<file path="config.mk">
export PLATFORM = sky130hd
export DESIGN_NAME = uart_pin_channel
export DESIGN_NICKNAME = d
export VERILOG_FILES = /design/src/logic/uart_pin_pkg.sv /design/src/logic/stream_if.sv /design/src/logic/pin_sync.sv /design/src/logic/stream_fifo.sv /design/src/logic/uart_pin_channel.sv
export SDC_FILE = /design/constraint.sdc
export NUM_CORES = 1
export LEC_CHECK = 0
export ABC_AREA = 1
export ABC_CLOCK_PERIOD_IN_PS = 3400
export BUFFER_PORTS_ARGS = -buffer_cell sky130_fd_sc_hd__buf_2
export CORE_MARGIN = 8
export CORE_UTILIZATION = 55
export CTS_CLUSTER_SIZE = 16
export DETAILED_ROUTE_END_ITERATION = 7
export MAX_ROUTING_LAYER = met4
export PLACE_DENSITY = 0.73
export RECOVER_POWER = 25
export SLEW_MARGIN = 40
export SYNTH_ARGS = -nofsm -noshare
export SYNTH_HDL_FRONTEND = slang
export SYNTH_HIERARCHICAL = 1
export SYNTH_SLANG_ARGS = --single-unit
</file>
<file path="constraint.sdc">
create_clock -name pclk -period 3.4 [get_ports pclk]
set_input_delay 0 -clock pclk [delete_from_list [all_inputs] [get_ports pclk]]
set_output_delay 0 -clock pclk [all_outputs]
set_load 0.005 [all_outputs]
</file>
<file path="src/logic/uart_pin_pkg.sv">
`default_nettype none
package uart_pin_pkg;
    localparam int          DATA_W         = 8;
    localparam int          FIFO_DEPTH     = 16;
    localparam int          BUF_DEPTH      = 2;
    localparam int          FLOW_THRESHOLD = 14;
    localparam logic [7:0]  OFS_DATA       = 8'h00;
    localparam logic [7:0]  OFS_MODEM_CTRL = 8'h04;
    localparam logic [7:0]  OFS_MODEM_STAT = 8'h08;
    localparam logic [7:0]  OFS_FIFO_STAT  = 8'h0C;
    localparam logic [7:0]  OFS_DIVISOR    = 8'h10;
    localparam int          MC_TERM_READY  = 0;
    localparam int          MC_GO_AHEAD    = 1;
    localparam int          MC_USER_USER_OUTPUT_TWO   = 3;
    localparam int          MC_LOOPBACK    = 4;
    localparam int          MC_AUTO_FLOW   = 5;
    localparam int          MS_CALL_ALERT  = 6;
    localparam int          FS_TX_LSB      = 8;
    localparam int          FS_RX_FULL     = 16;
    localparam int          FS_TX_FULL     = 17;
    localparam int          FS_OVERRUN     = 18;
    localparam int          FS_FRAME_ERR   = 19;
    localparam logic [5:0]  MC_RESET       = 6'h00;
    localparam logic [15:0] DIV_RESET      = 16'h0001;
    localparam logic [3:0]  OS_LAST        = 4'hF;
    localparam logic [3:0]  OS_MID         = 4'h7;
    localparam logic [3:0]  TX_FRAME_BITS  = 4'hA;
    localparam logic [2:0]  RX_LAST_BIT    = 3'h7;
    localparam logic [2:0]  SYNC_RESET     = 3'h6;
    typedef enum logic [1:0] {
        RX_IDLE  = 2'b00,
        RX_START = 2'b01,
        RX_DATA  = 2'b11,
        RX_STOP  = 2'b10
    } rx_state_type;
endpackage : uart_pin_pkg
`default_nettype wire

</file>
<file path="src/logic/stream_if.sv">
`timescale 1ns/1ps
`default_nettype none
interface stream_if #(parameter int W = 8);
    logic         valid;
    logic         ready;
    logic [W-1:0] data;
    modport src (output valid, output data, input ready);
    modport snk (input valid, input data, output ready);
endinterface : stream_if
`default_nettype wire

</file>
<file path="src/logic/pin_sync.sv">
`timescale 1ns/1ps
`default_nettype none
module pin_sync #(
    parameter int             W         = 1,
    parameter logic [W-1:0]   RESET_VAL = '0
) (
    // Clock and reset
    input  wire logic         clk,
    input  wire logic         rst_n,
    // Levels
    input  wire logic [W-1:0] async_in,
    output var  logic [W-1:0] sync_out
);
    logic [W-1:0] stage1;

    always_ff @(posedge clk or negedge rst_n) begin
        if (!rst_n) begin
            stage1   <= RESET_VAL;
            sync_out <= RESET_VAL;
        end else begin
            stage1   <= async_in;
            sync_out <= stage1;
        end
    end
endmodule : pin_sync
`default_nettype wire

</file>
<file path="src/logic/stream_fifo.sv">
`timescale 1ns/1ps
`default_nettype none
module stream_fifo #(
    parameter int W     = 8,
    parameter int DEPTH = 16,
    parameter int CW    = $clog2(DEPTH + 1)
) (
    // Clock and reset
    input  wire logic    clk,
    input  wire logic    rst_n,
    // Streams
    stream_if.snk        in_s,
    stream_if.src        out_s,
    // Fill level
    output var logic [CW-1:0] count
);
    localparam int PW = (DEPTH > 1) ? $clog2(DEPTH) : 1;

    generate
        if (DEPTH < 2 || W < 1) begin : g_bad
            $error("stream_fifo needs DEPTH >= 2 and W >= 1");
        end
    endgenerate

    logic [W-1:0]  mem [DEPTH];
    logic [PW-1:0] wr_ptr;
    logic [PW-1:0] rd_ptr;
    wire           push = in_s.valid & in_s.ready;
    wire           pop  = out_s.valid & out_s.ready;

    assign in_s.ready  = (count != CW'(DEPTH));
    assign out_s.valid = (count != '0);
    assign out_s.data  = mem[rd_ptr];

    function automatic logic [PW-1:0] bump(input logic [PW-1:0] p);
        return (p == PW'(DEPTH - 1)) ? '0 : p + 1'b1;
    endfunction : bump

    always_ff @(posedge clk) begin
        if (push) begin
            mem[wr_ptr] <= in_s.data;
        end
    end

    always_ff @(posedge clk or negedge rst_n) begin
        if (!rst_n) begin
            wr_ptr <= '0;
            rd_ptr <= '0;
            count  <= '0;
        end else begin
            if (push) wr_ptr <= bump(wr_ptr);
            if (pop) rd_ptr <= bump(rd_ptr);
            count <= count + CW'(push) - CW'(pop);
        end
    end
endmodule : stream_fifo
`default_nettype wire

</file>
<file path="src/logic/uart_pin_channel.sv">
`timescale 1ns/1ps
`default_nettype none
module uart_pin_channel #(
    parameter int DEPTH     = uart_pin_pkg::FIFO_DEPTH,
    parameter int THRESHOLD = uart_pin_pkg::FLOW_THRESHOLD
) (
    // Clock and reset
    input  wire logic        pclk,
    input  wire logic        presetn,
    // APB slave
    input  wire logic        psel,
    input  wire logic        penable,
    input  wire logic        pwrite,
    input  wire logic [7:0]  paddr,
    input  wire logic [31:0] pwdata,
    output var  logic [31:0] prdata,
    output var  logic        pready,
    output var  logic        pslverr,
    // Serial line
    input  wire logic        serial_in,
    output var  logic        serial_out,
    // Modem pins
    input  wire logic        call_alert_in_n,
    output var  logic        peer_go_ahead_out_n,
    output var  logic        terminal_ready_out_n,
    // Interrupt pin
    input  wire logic        interrupt_override_in,
    output var  logic        int_out,
    output var  logic        int_oe,
    // DMA flags
    output var  logic        rcv_fifo_dma_flag_n,
    output var  logic        xmit_fifo_dma_flag_n
);
    import uart_pin_pkg::*;

    localparam int CW = $clog2(DEPTH + 1);

    generate
        if (DEPTH < 2 || THRESHOLD < 1 || THRESHOLD > DEPTH || CW > 8) begin : g_bad
            $error("uart_pin_channel: DEPTH or THRESHOLD out of range");
        end
    endgenerate

    ////////////////////////////////////////////////////////////////////////
    // Pin synchronisers
    logic [2:0] pins_s;
    wire        serial_in_s = pins_s[2];
    wire        alert_s_n   = pins_s[1];
    wire        override_s  = pins_s[0];

    pin_sync #(
        .W         (3),
        .RESET_VAL (SYNC_RESET)
    ) u_sync (
        .clk      (pclk),
        .rst_n    (presetn),
        .async_in ({serial_in, call_alert_in_n, interrupt_override_in}),
        .sync_out (pins_s)
    );

    ////////////////////////////////////////////////////////////////////////
    // Streams and FIFOs
    stream_if #(.W(DATA_W)) rx_raw ();
    stream_if #(.W(DATA_W)) rx_mid ();
    stream_if #(.W(DATA_W)) rx_q ();
    stream_if #(.W(DATA_W)) tx_in ();
    stream_if #(.W(DATA_W)) tx_q ();

    logic [1:0]    buf_count;
    logic [CW-1:0] rx_count;
    logic [CW-1:0] tx_count;

    // Small buffer absorbs a two-word stall from the receive FIFO
    stream_fifo #(.W(DATA_W), .DEPTH(BUF_DEPTH)) u_rx_buf (
        .clk   (pclk),
        .rst_n (presetn),
        .in_s  (rx_raw),
        .out_s (rx_mid),
        .count (buf_count)
    );

    stream_fifo #(.W(DATA_W), .DEPTH(DEPTH)) u_rx_fifo (
        .clk   (pclk),
        .rst_n (presetn),
        .in_s  (rx_mid),
        .out_s (rx_q),
        .count (rx_count)
    );

    stream_fifo #(.W(DATA_W), .DEPTH(DEPTH)) u_tx_fifo (
        .clk   (pclk),
        .rst_n (presetn),
        .in_s  (tx_in),
        .out_s (tx_q),
        .count (tx_count)
    );

    wire rx_full  = (rx_count == CW'(DEPTH));
    wire tx_full  = (tx_count == CW'(DEPTH));
    wire rx_above = (rx_count >= CW'(THRESHOLD));

    ////////////////////////////////////////////////////////////////////////
    // Register bus
    logic [5:0]  modem_control_reg;
    logic [15:0] divisor;
    logic        overrun;
    logic        frame_err;

    function automatic logic is_reg(input logic [7:0] a, input logic [7:0] ofs);
        return a == ofs;
    endfunction : is_reg

    wire hit_data  = is_reg(paddr, OFS_DATA);
    wire hit_ctrl  = is_reg(paddr, OFS_MODEM_CTRL);
    wire hit_stat  = is_reg(paddr, OFS_MODEM_STAT);
    wire hit_fifo  = is_reg(paddr, OFS_FIFO_STAT);
    wire hit_div   = is_reg(paddr, OFS_DIVISOR);
    wire mapped    = hit_data | hit_ctrl | hit_stat | hit_fifo | hit_div;
    wire setup     = psel & ~penable;
    wire done      = psel & penable & pready;
    wire wr_done   = done & pwrite & mapped;
    wire rd_done   = done & ~pwrite & mapped;
    wire loop_mode = modem_control_reg[MC_LOOPBACK];
    wire auto_flow = modem_control_reg[MC_AUTO_FLOW];

    // Logical not: a bitwise one would be widened first and fill the upper bits
    wire [31:0] stat_word = 32'(!alert_s_n) << MS_CALL_ALERT;
    wire [31:0] fifo_word = 32'(rx_count)
                          | (32'(tx_count) << FS_TX_LSB)
                          | (32'(rx_full) << FS_RX_FULL)
                          | (32'(tx_full) << FS_TX_FULL)
                          | (32'(overrun) << FS_OVERRUN)
                          | (32'(frame_err) << FS_FRAME_ERR);
    wire [31:0] data_word = rx_q.valid ? 32'(rx_q.data) : 32'h0000_0000;
    wire [31:0] next_prdata = hit_data ? data_word
                            : hit_ctrl ? 32'(modem_control_reg)
                            : hit_stat ? stat_word
                            : hit_fifo ? fifo_word
                            : hit_div  ? 32'(divisor)
                            : 32'h0000_0000;

    // A write to a full transmit FIFO is dropped; the DMA flag warns of it
    assign tx_in.valid = wr_done & hit_data;
    assign tx_in.data  = pwdata[DATA_W-1:0];
    assign rx_q.ready  = rd_done & hit_data;

    always_ff @(posedge pclk or negedge presetn) begin
        if (!presetn) begin
            pready  <= 1'b0;
            pslverr <= 1'b0;
            prdata  <= 32'h0000_0000;
        end else begin
            pready  <= setup;
            pslverr <= setup & ~mapped;
            prdata  <= (setup & ~pwrite) ? next_prdata : 32'h0000_0000;
        end
    end

    always_ff @(posedge pclk or negedge presetn) begin
        if (!presetn) begin
            modem_control_reg <= MC_RESET;
            divisor           <= DIV_RESET;
        end else if (wr_done) begin
            if (hit_ctrl) modem_control_reg <= pwdata[5:0];
            if (hit_div) divisor <= pwdata[15:0];
        end
    end

    ////////////////////////////////////////////////////////////////////////
    // Oversampling tick (16 per bit)
    logic [15:0] div_cnt;
    wire         tick = (div_cnt <= 16'h0001);

    always_ff @(posedge pclk or negedge presetn) begin
        if (!presetn) begin
            div_cnt <= DIV_RESET;
        end else begin
            div_cnt <= tick ? divisor : div_cnt - 16'h0001;
        end
    end

    ////////////////////////////////////////////////////////////////////////
    // Transmitter: 8 data bits, no parity, one stop bit
    logic [3:0] tx_os;
    logic [3:0] tx_bits;
    logic [9:0] tx_shift;
    logic       tx_line;
    wire        tx_bit_end = tick & (tx_os == OS_LAST);

    assign tx_q.ready = (tx_bits == 4'h0);

    always_ff @(posedge pclk or negedge presetn) begin
        if (!presetn) begin
            tx_os    <= 4'h0;
            tx_bits  <= 4'h0;
            tx_shift <= 10'h3FF;
            tx_line  <= 1'b1;
        end else begin
            if (tick) tx_os <= tx_os + 4'h1;
            if (tx_q.valid && tx_q.ready) begin
                tx_shift <= {1'b1, tx_q.data, 1'b0};
                tx_bits  <= TX_FRAME_BITS;
            end else if (tx_bit_end && tx_bits != 4'h0) begin
                tx_line  <= tx_shift[0];
                tx_shift <= {1'b1, tx_shift[9:1]};
                tx_bits  <= tx_bits - 4'h1;
            end
        end
    end

    ////////////////////////////////////////////////////////////////////////
    // Receiver
    rx_state_type rx_state;
    logic [3:0]   rx_os;
    logic [2:0]   rx_bits;
    logic [7:0]   rx_shift;
    logic         rx_push;
    wire          rx_line = loop_mode ? tx_line : serial_in_s;
    wire          rx_mid_pt = tick & (rx_os == OS_MID);
    wire          rx_bit_pt = tick & (rx_os == OS_LAST);

    assign rx_raw.valid = rx_push;
    assign rx_raw.data  = rx_shift;

    always_ff @(posedge pclk or negedge presetn) begin
        if (!presetn) begin
            rx_state <= RX_IDLE;
            rx_os    <= 4'h0;
            rx_bits  <= 3'h0;
            rx_shift <= 8'h00;
            rx_push  <= 1'b0;
        end else begin
            rx_push <= 1'b0;
            if (tick) rx_os <= rx_os + 4'h1;
            unique case (rx_state)
                RX_IDLE: begin
                    rx_os <= 4'h0;
                    if (!rx_line) rx_state <= RX_START;
                end
                RX_START: begin
                    if (rx_mid_pt) begin
                        rx_os    <= 4'h0;
                        rx_bits  <= 3'h0;
                        rx_state <= rx_line ? RX_IDLE : RX_DATA;
                    end
                end
                RX_DATA: begin
                    if (rx_bit_pt) begin
                        rx_shift <= {rx_line, rx_shift[7:1]};
                        rx_bits  <= rx_bits + 3'h1;
                        if (rx_bits == RX_LAST_BIT) rx_state <= RX_STOP;
                    end
                end
                RX_STOP: begin
                    if (rx_bit_pt) begin
                        rx_push  <= rx_line;
                        rx_state <= RX_IDLE;
                    end
                end
            endcase
        end
    end

    // Sticky errors: a new event beats the clearing read
    wire clr_err = rd_done & hit_fifo;

    always_ff @(posedge pclk or negedge presetn) begin
        if (!presetn) begin
            overrun   <= 1'b0;
            frame_err <= 1'b0;
        end else begin
            overrun   <= (rx_push & ~rx_raw.ready) | (overrun & ~clr_err);
            frame_err <= (rx_state == RX_STOP && rx_bit_pt && !rx_line)
                       | (frame_err & ~clr_err);
        end
    end

    ////////////////////////////////////////////////////////////////////////
    // Output pins
    wire next_go_ahead_n = ~(modem_control_reg[MC_GO_AHEAD]
                           & ~loop_mode
                           & ~(auto_flow & rx_above));
    wire next_serial_out = loop_mode | tx_line;
    wire next_int_oe     = override_s | modem_control_reg[MC_USER_USER_OUTPUT_TWO];

    always_ff @(posedge pclk or negedge presetn) begin
        if (!presetn) begin
            peer_go_ahead_out_n  <= 1'b1;
            terminal_ready_out_n <= 1'b1;
            serial_out           <= 1'b1;
            int_out              <= 1'b0;
            int_oe               <= 1'b0;
            rcv_fifo_dma_flag_n  <= 1'b1;
            xmit_fifo_dma_flag_n <= 1'b1;
        end else begin
            peer_go_ahead_out_n  <= next_go_ahead_n;
            terminal_ready_out_n <= ~modem_control_reg[MC_TERM_READY];
            serial_out           <= next_serial_out;
            int_out              <= rx_q.valid;
            int_oe               <= next_int_oe;
            rcv_fifo_dma_flag_n  <= ~rx_full;
            xmit_fifo_dma_flag_n <= ~tx_full;
        end
    end
endmodule : uart_pin_channel
`default_nettype wire

</file>
==> results of run 1 <==
## area by class of cell
cell class,instances,area (um^2)
diodes,1,2.50
clock buffers,73,1290
clock inverters,9,56.3
fillers,2732,13000
inverters,356,1340
multi-input cells,1227,5710
flip-flops and latches,413,11700
well taps,455,569
repair buffers,105,714
## synthesized netlist by cell type (all sizes together)
cell type  instances
a21oi             18
a31oi              2
and2               1
buf               66
clkbuf             7
conb               1
dfrtp            120
dfstp             21
edfxtp           272
fa                 2
ha                31
inv              356
nand2            689
nand3            240
nand4             19
nor2             135
nor3               8
nor3b              1
nor4               1
o211ai             2
o21a               2
o21ai             33
or2                4
xnor2             10
xor2              17
## metrics by stage
step / instances / power (uW) / util [%] / setup WS [ps] / cell area [um^2]
floorplan: 2069 / 6330 / - / 713 / 19200
global placement: 2526 / 6540 / 57.4 / 481 / 19800
detailed placement: 2526 / 6570 / 57.4 / 403 / 19800
CTS: 2638 / 11100 / 62.2 / 165 / 21400
global route: 2638 / 11400 / 62.1 / 19.9 / 21400
finish: 2639 / 11000 / 62.1 / 152 / 21400
## report_power, final
group | internal (uW) | switching [uW] | total (uW)
combinational | 301 | 545 | 847
clock | 2590 | 1890 | 4480
sequential | 5500 | 161 | 5660
total | 8390 | 2600 | 11000
## repair_timing
action	CTS	global route
gates resized for setup	0	1
endpoints found under the setup margin	0	1
hold buffers	30	0
hold endpoints to repair	239	0
## per-layer routing
metal / vias to the layer above / routed length [um] / track usage [%]
met3: 80 / 3530 / 3.27
li1: 6633 / - / -
met1: 6457 / 19900 / 31.4
met2: 537 / 19700 / 32.4
met4: 0 / 1090 / 6.60
met5: - / 0 / -
## cell usage in the layout (no fill, tap or decap), types with 10 or more instances in the layout
cell type and count:
nor2_2 15, nand3_1 229, edfxtp_1 272, xnor2_1 10, nor2_1 115, clkbuf_16 45
nand3_2 11, o21ai_0 21, buf_4 14, buf_2 50, conb_1 12, inv_2 16
nand4_1 19, ha_1 31, dfstp_2 21, dlygate4sd3_1 30, clkbuf_1 31, nand2_1 679
o21ai_1 12, dfrtp_1 118, xor2_1 17, inv_1 338, a21oi_1 18
## cells by family after synthesis
| logic type | after synthesis | synth area share, % |
|---|---|---|
| flops | 413 | 61.2 |
| fa+ha+maj | 33 | 2.23 |
| xor+xnor | 27 | 1.23 |
| other cells | 1 | 0.0196 |
| compound gates | 57 | 1.55 |
| simple gates | 1098 | 24.5 |
| buf+inv | 429 | 9.28 |
## worst max-delay path, stage by stage
cell           delay [ps]
dlygate4sd3_1         520
buf_2                 100
inv_1                  40
nor2_1                160
dlygate4sd3_1         630
nand2_1               150
nand3_1               190
nand2_1                80
nor2_1                210
nand2_2               160
ha_1                  320
inv_1                  60
ha_1                  150
inv_1                  50
fa_1                  390
o21ai_0               210
a21oi_1               110
xor2_1                150
## how the worst min path moves through the flow
stage | startpoint | endpoint | slack [ps] | depth (start not counted)
final | serial_in | u_sync/stage1[2] | 100 | 2
after floorplan | presetn | div_cnt[10] | -300 | 0
after CTS | serial_in | u_sync/stage1[2] | 70 | 2
after detailed placement | presetn | rx_raw.data[0] | 100 | 1
after global placement | presetn | rx_raw.data[1] | 100 | 1
after global routing | call_alert_in_n | u_sync/stage1[1] | 80 | 2
==> results.toml, run 1 <==
[synthesis]
yosys_warnings = 6
synth_area_leader_cell = "edfxtp_1"
synth_seq_area_share_pct = 61.2
yosys-top-cells-area = "edfxtp_1 (43%), dfrtp_1 (16%), nand2_1 (13%), inv_1 (6.6%), nand3_1 (6.0%)"
synth_seq_cells = 413
ys_types = 38
syn_inst = 2058
synth_area_um2 = 19200
synth_top_area_share_pct = 42.6
syn_area_per_cell_um2 = 9.31

[global_routing]
grt_pass1_wl_um = 70100
grt_pass1_vias = 13000
grt_overflow = 0
grt_max_degree = 81
grtUsageTotal_pct = 22.0
antenna_found_initial = 1

[clock_tree]
htree_num_levels = 2
cts.sinks = 413
cts_buffers = 44
root_buffer = "clkbuf_16"
post_cts_buffers = 0
clock_latency_ps = 550
clk_path_buf_depth = 3
clkTransAtPathRegs_ps = 60
cts_tree = "done"

[route]
drt_wl_total_um = 44200
vias_per_cell = 5.19
vias = 13700
first_pass_iters = 5
wl_per_cell_um = 16.7
ant_nets = 0
drt_iter0_markers = 1162
drc = 0

[worst_hold_path]
hold_path_class = "in -> reg"

[die]
die_h_um = 203
start_util_pct = 55.6
core_um2 = 34500
die-area_um2 = 41100
num_rows = 68
boundaryPins = 89
fp.dieW_um = 203

[status]
violations = "max-capacitance violations, max-slew violations"
outcome = "complete, but fails checks"

[worst_setup_path]
worstPathArrival_ps = 3680
reg2reg_slack_ps = 710
cp_max_fo = 5
start_kind = "primary input"
reg2reg_to = "u_rx_fifo/count[4]"
critPathKind = "in -> reg"
r2r_cells = 14
r2r_start = "u_rx_fifo/count[3]"
startpoint = "paddr[4]"
critPathCaptureType = "flip-flop"
required_ps = 3830
crit_end = "u_tx_fifo/count[4]"

[cells_and_area]
fin_nets = 2228
top_regs = "u_rx_fifo/mem (128), u_tx_fifo/mem (128), prdata (20)"
area.growth.synth_to_final_pct = 11.7
layout-drive-gt1-share_pct = 9.76

[power]
ir_drop_v = 0.000403
p_per_area_nw_per_um2 = 513
leakage_uw = 0.0101

[timing]
tns_ps = 0
fin_crit_sh_pct = 95.5
worstMarginPinSlew_ps = 2140
holdWs_ps = 97.0
slew_headroom_pct = -42.4
fmax_ghz = 0.308
rsz0062_at_grt = "false"
finalHoldViolCount = 0
finClkSkew_ps = 13.7
final-setup-viol-count = 0
fin_crit_ps = 3250
maxSlewViolCount = 80

[run]
maxCapViolCount = 1

[placed_design]
portBuffers = 60
gp_congestion = 0.892
dp.final_hpwl_um = 28900
Power figures use the tool's default switching activity.
==> inputs of run 2 (changes only) <==
--- a/config.mk
+++ b/config.mk
@@ -10,6 +10,7 @@
 export BUFFER_PORTS_ARGS = -buffer_cell sky130_fd_sc_hd__buf_2
 export CORE_MARGIN = 8
 export CORE_UTILIZATION = 55
+export CTS_BUF_LIST = sky130_fd_sc_hd__clkbuf_4
 export CTS_CLUSTER_SIZE = 16
 export DETAILED_ROUTE_END_ITERATION = 7
 export MAX_ROUTING_LAYER = met4
==> run 2 against run 1 <==
The flow still finishes with violations (max-capacitance violations, max-slew violations). Fmax grew 1.8%. Cell area grew 1.6%. Die area is the same. Sequential share of layout area shrank 0.88 points. Core utilization grew 1.0 points. Setup slack gained 58 ps. Worst hold slack lost 13 ps. Largest cell class unchanged. Largest power group unchanged. Highest routed layer unchanged.
==> results.toml, run 2 (synthesized netlist as in run 1, its figures left out) <==
[status]
outcome = "complete, but fails checks"
violations = "max-capacitance violations, max-slew violations"

[timing]
maxSlewViolCount = 74
fin_crit_sh_pct = 93.8
fin_crit_ps = 3190
worstMarginPinSlew_ps = 1950
finClkSkew_ps = 53.3
tns_ps = 0
fmax_ghz = 0.313
final-setup-viol-count = 0
rsz0062_at_grt = "false"
slew_headroom_pct = -29.9
finalHoldViolCount = 0

[global_routing]
grt_max_degree = 74
grt_pass1_wl_um = 72200
grtUsageTotal_pct = 22.8
grt_overflow = 0
antenna_found_initial = 3
grt_pass1_vias = 13600

[cells_and_area]
final_common_cell = "nand2_1"
post-route-util_pct = 63.2
layout-drive-gt1-share_pct = 14.1
final_cell_mix = "nand2_1 (680), inv_1 (338), edfxtp_1 (272), nand3_1 (229), clkbuf_4 (163)"
area.growth.synth_to_final_pct = 13.5
top_regs = "u_rx_fifo/mem (128), u_tx_fifo/mem (128), prdata (20)"
fin_nets = 2319

[clock_tree]
clk_path_buf_depth = 3
htree_num_levels = 3
cts_tree = "done"
clock_latency_ps = 800
root_buffer = "clkbuf_4"
clkTransAtPathRegs_ps = 70
cts.sinks = 413
postCtsResizedCells = 0
cts_buffers = 105

[route]
vias_per_cell = 5.11
drt_iter0_markers = 1293
drt_wl_total_um = 45500
vias = 14200
ant_nets = 0
wl_per_cell_um = 16.4
drc = 0
first_pass_iters = 5

[power]
leakage_uw = 0.0104
p_per_area_nw_per_um2 = 499
ir_drop_v = 0.000311

[worst_setup_path]
worstPathArrival_ps = 3870
critPathCaptureType = "flip-flop"
cp_max_fo = 5
critPathKind = "in -> reg"
start_kind = "primary input"
required_ps = 4080

[die]
fp.dieW_um = 203
start_util_pct = 55.6
num_rows = 68
die-area_um2 = 41100
core_um2 = 34500
boundaryPins = 89
die_h_um = 203

[worst_hold_path]
hold_path_class = "in -> reg"

[run]
maxCapViolCount = 2

[placed_design]
dp.final_hpwl_um = 28900
gp_congestion = 0.892
portBuffers = 60
-- run 2: final cells by class --
cell class	instances	area, um^2
repair buffers	135	995
clock buffers	163	1220
fillers	2766	12700
multi-input cells	1227	5710
clock inverters	29	191
well taps	455	569
inverters	356	1340
flip-flops and latches	413	11700
diodes	2	5.00
-- run 2: critical path, stage by stage --
cell and delay, ps:
dlygate4sd3_1 530, buf_2 120, nor2_1 130, nand2_1 60, nor2_1 170, dlygate4sd3_1 630
nand2_1 120, nand3_1 180, nand2_1 80, nor2_1 180, nand2_1 210, ha_1 350
inv_1 60, ha_1 150, inv_1 50, fa_1 390, o21ai_0 200, a21oi_1 100
xor2_1 140
-- run 2: routing by layer --
layer | track usage, % | wire [um]
met1 | 31.2 | 20100
met2 | 33.1 | 20500
met3 | 5.02 | 3860
met4 | 8.94 | 1130
met5 | - | 0
-- run 2: path summary, 6_finish.rpt --
| kind | from | endpoint | slack, ps | depth (start not counted) |
|---|---|---|---|---|
| max | paddr[7] | u_tx_fifo/count[4] | 210 | 19 |
| min | paddr[5] | prdata[8] | 80 | 8 |
| max reg2reg | pready | u_tx_fifo/count[4] | 690 | 13 |
| min reg2reg | u_sync/stage1[0] | u_sync/sync_out[0] | 350 | 0 |
| max in group asynchronous | presetn | u_tx_fifo/rd_ptr[0] | 500 | 4 |
| min in group asynchronous | presetn | peer_go_ahead_out_n | 760 | 3 |
-- run 2: metrics by stage --
step | instance area (um^2) | instances | hold WS [ps] | total power [uW] | setup slack [ps]
after floorplan | 19200 | 2069 | -296 | 6330 | 713
after global placement | 19800 | 2526 | 99.6 | 6540 | 481
after detailed placement | 19800 | 2526 | 97.4 | 6570 | 403
after CTS | 21800 | 2778 | 4.10 | 11000 | 333
after global routing | 21800 | 2779 | 89.7 | 11400 | 25.0
final | 21800 | 2780 | 83.9 | 10900 | 210
-- run 2: timing repair --
item	CTS	global route
endpoints found under the hold margin	310	0
setup buffers	0	0
hold buffers	60	0
-- run 2: power breakdown --
| part | internal (uW) | leakage, uW | switching (uW) |
|---|---|---|---|
| logic | 313 | 0.00577 | 554 |
| clock network | 2340 | 0.000842 | 2000 |
| registers | 5500 | 0.00378 | 160 |
==> inputs of run 3 (changes only) <==
--- a/config.mk
+++ b/config.mk
@@ -11,6 +11,7 @@
 export CORE_MARGIN = 8
 export CORE_UTILIZATION = 55
 export CTS_BUF_LIST = sky130_fd_sc_hd__clkbuf_4
+export CTS_CLUSTER_DIAMETER = 150
 export CTS_CLUSTER_SIZE = 16
 export DETAILED_ROUTE_END_ITERATION = 7
 export MAX_ROUTING_LAYER = met4
==> constraint.sdc (replaced) <==
create_clock -name pclk -period 3.4 [get_ports pclk]
set_input_delay 0.68 -clock pclk [delete_from_list [all_inputs] [get_ports pclk]]
set_output_delay 0.68 -clock pclk [all_outputs]
set_load 0.005 [all_outputs]
==> run 3 against run 2 <==
The run still ends with max-capacitance violations, max-slew violations left. Fmax grew 20%. Clock power fell by 51%. Core utilization fell by 4.0 points. Combinational power decreased by 5.8%. Largest cell class unchanged.
==> results.toml, run 3 (synthesized netlist as in run 1, its figures left out) <==
[global_routing]
grt_pass1_vias = 12900
grtUsageTotal_pct = 21.1
antenna_found_initial = 3
grt_pass1_wl_um = 68100
grt_overflow = 0
grt_max_degree = 79

[clock_tree]
clock_latency_ps = 770
root_buffer = "clkbuf_4"
postCtsResizedCells = 0
cts.sinks = 413
cts_tree = "done"
cts_buffers = 29
htree_num_levels = 1
clkTransAtPathRegs_ps = 160
clk_path_buf_depth = 3

[worst_setup_path]
critPathSlowestCell = "dfrtp_1"
reg2reg_slack_ps = 740
path_cells = "inv_1 > ha_1 > nand2_1 > inv_1 > nand2_1 > inv_2 > ha_1 > inv_1 > ha_1 > inv_1 > fa_1 > o21ai_0 > a21oi_1 > xor2_1"
r2r_cells = 14
critPathKind = "reg -> reg"
crit_family = "adder cells"
r2r_start = "tx_bits[1]"
critPathCaptureType = "flip-flop"
crit_buf_inv = 5
cpMostUsedCell = "inv_1"
cp_max_fo = 6
start_kind = "flip-flop"
slowest_delay_ps = 420
worstPathArrival_ps = 3320
reg2reg_to = "u_tx_fifo/count[4]"
required_ps = 4060

[timing]
final-setup-viol-count = 0
finalHoldViolCount = 0
fin_ws_ps = 742
fmax_ghz = 0.376
fin_crit_ps = 2660
finClkSkew_ps = 36.5
holdWs_ps = 101
maxSlewViolCount = 78
rsz0062_at_grt = "false"
fin_crit_sh_pct = 78.2
worstMarginPinSlew_ps = 1920
slew_headroom_pct = -27.9

[cells_and_area]
num-fill-cells = 2949
fin_nets = 2210
post-route-util_pct = 59.2
instances_no_fill = 2609
final_cell_mix = "nand2_1 (680), inv_1 (338), edfxtp_1 (272), nand3_1 (229), dfrtp_1 (118)"
design_area_um2 = 20400
final_common_cell = "nand2_1"
area.growth.synth_to_final_pct = 6.32
layout-drive-gt1-share_pct = 10.7
top_regs = "u_rx_fifo/mem (128), u_tx_fifo/mem (128), prdata (20)"

[route]
first_pass_iters = 5
drc = 0
vias = 13500
drt_wl_total_um = 42300
vias_per_cell = 5.18
drt_iter0_markers = 1152
ant_nets = 0
wl_per_cell_um = 16.2

[placed_design]
dp.final_hpwl_um = 28800
placed_cell_area_um2 = 19900
dp_worst_setup_slack_ps = -21.7
portBuffers = 60
gp_congestion = 0.922
dp_cells = 2549

[die]
num_rows = 68
fp.dieW_um = 203
boundaryPins = 89
core_um2 = 34500
start_util_pct = 55.6
die_h_um = 203
die-area_um2 = 41100

[run]
maxCapViolCount = 1

[worst_hold_path]
hold_path_class = "in -> reg"
hp-start = "penable"
holdPathStages = 2
worstHoldEndpoint = "pslverr"

[power]
ir_drop_v = 0.000298
leakage_uw = 0.00971
p_per_area_nw_per_um2 = 422

[status]
outcome = "complete, but fails checks"
violations = "max-capacitance violations, max-slew violations"
==> run 3: layer usage <==
layer / vias to the layer above / routed length, um / track usage [%]
met3: 70 / 3210 / 2.66
met1: 6384 / 19100 / 30.1
met2: 482 / 18900 / 31.5
met4: 0 / 1110 / 6.35
li1: 6591 / - / -
met5: - / 0 / -
==> run 3: worst max-delay path by stage <==
stage	start	to	slack, ps	cells after the start
after CTS	tx_bits[1]	u_tx_fifo/count[4]	720	14
after global routing	u_tx_fifo/count[2]	u_tx_fifo/count[4]	520	13
after detailed placement	paddr[7]	u_tx_fifo/count[4]	-20	17
after global placement	paddr[7]	u_tx_fifo/count[4]	80	17
after floorplan	paddr[7]	u_tx_fifo/count[4]	370	17
final	tx_bits[1]	u_tx_fifo/count[4]	740	14
==> run 3: what timing repair did <==
action	CTS	global route
setup buffers	0	0
hold buffers	4	0
hold endpoints to repair	62	0
setup endpoints to repair	0	0
==> run 3: report_power, final <==
| group | total, uW | switching [uW] | internal [uW] |
|---|---|---|---|
| sequential | 5650 | 163 | 5490 |
| clock | 2140 | 1460 | 680 |
| combinational | 817 | 531 | 285 |
| total | 8610 | 2150 | 6460 |
==> run 3: through the flow <==
stage | setup TNS (ps) | total power, uW
2_1_floorplan | 0 | 6330
3_3_place_gp | 0 | 6530
3_5_place_dp | -21.7 | 6570
4_1_cts | 0 | 8670
5_1_grt | 0 | 8990
6_report | 0 | 8610
==> run 3: layout make-up <==
type,instances,area [um^2],share of cell area (%)
clock inverters,1,5.00,0.0246
repair buffers,102,627,3.08
multi-input cells,1227,5720,28.0
well taps,455,569,2.79
clock buffers,52,390,1.92
inverters,356,1340,6.58
diodes,3,7.51,0.0368
flip-flops and latches,413,11700,57.5
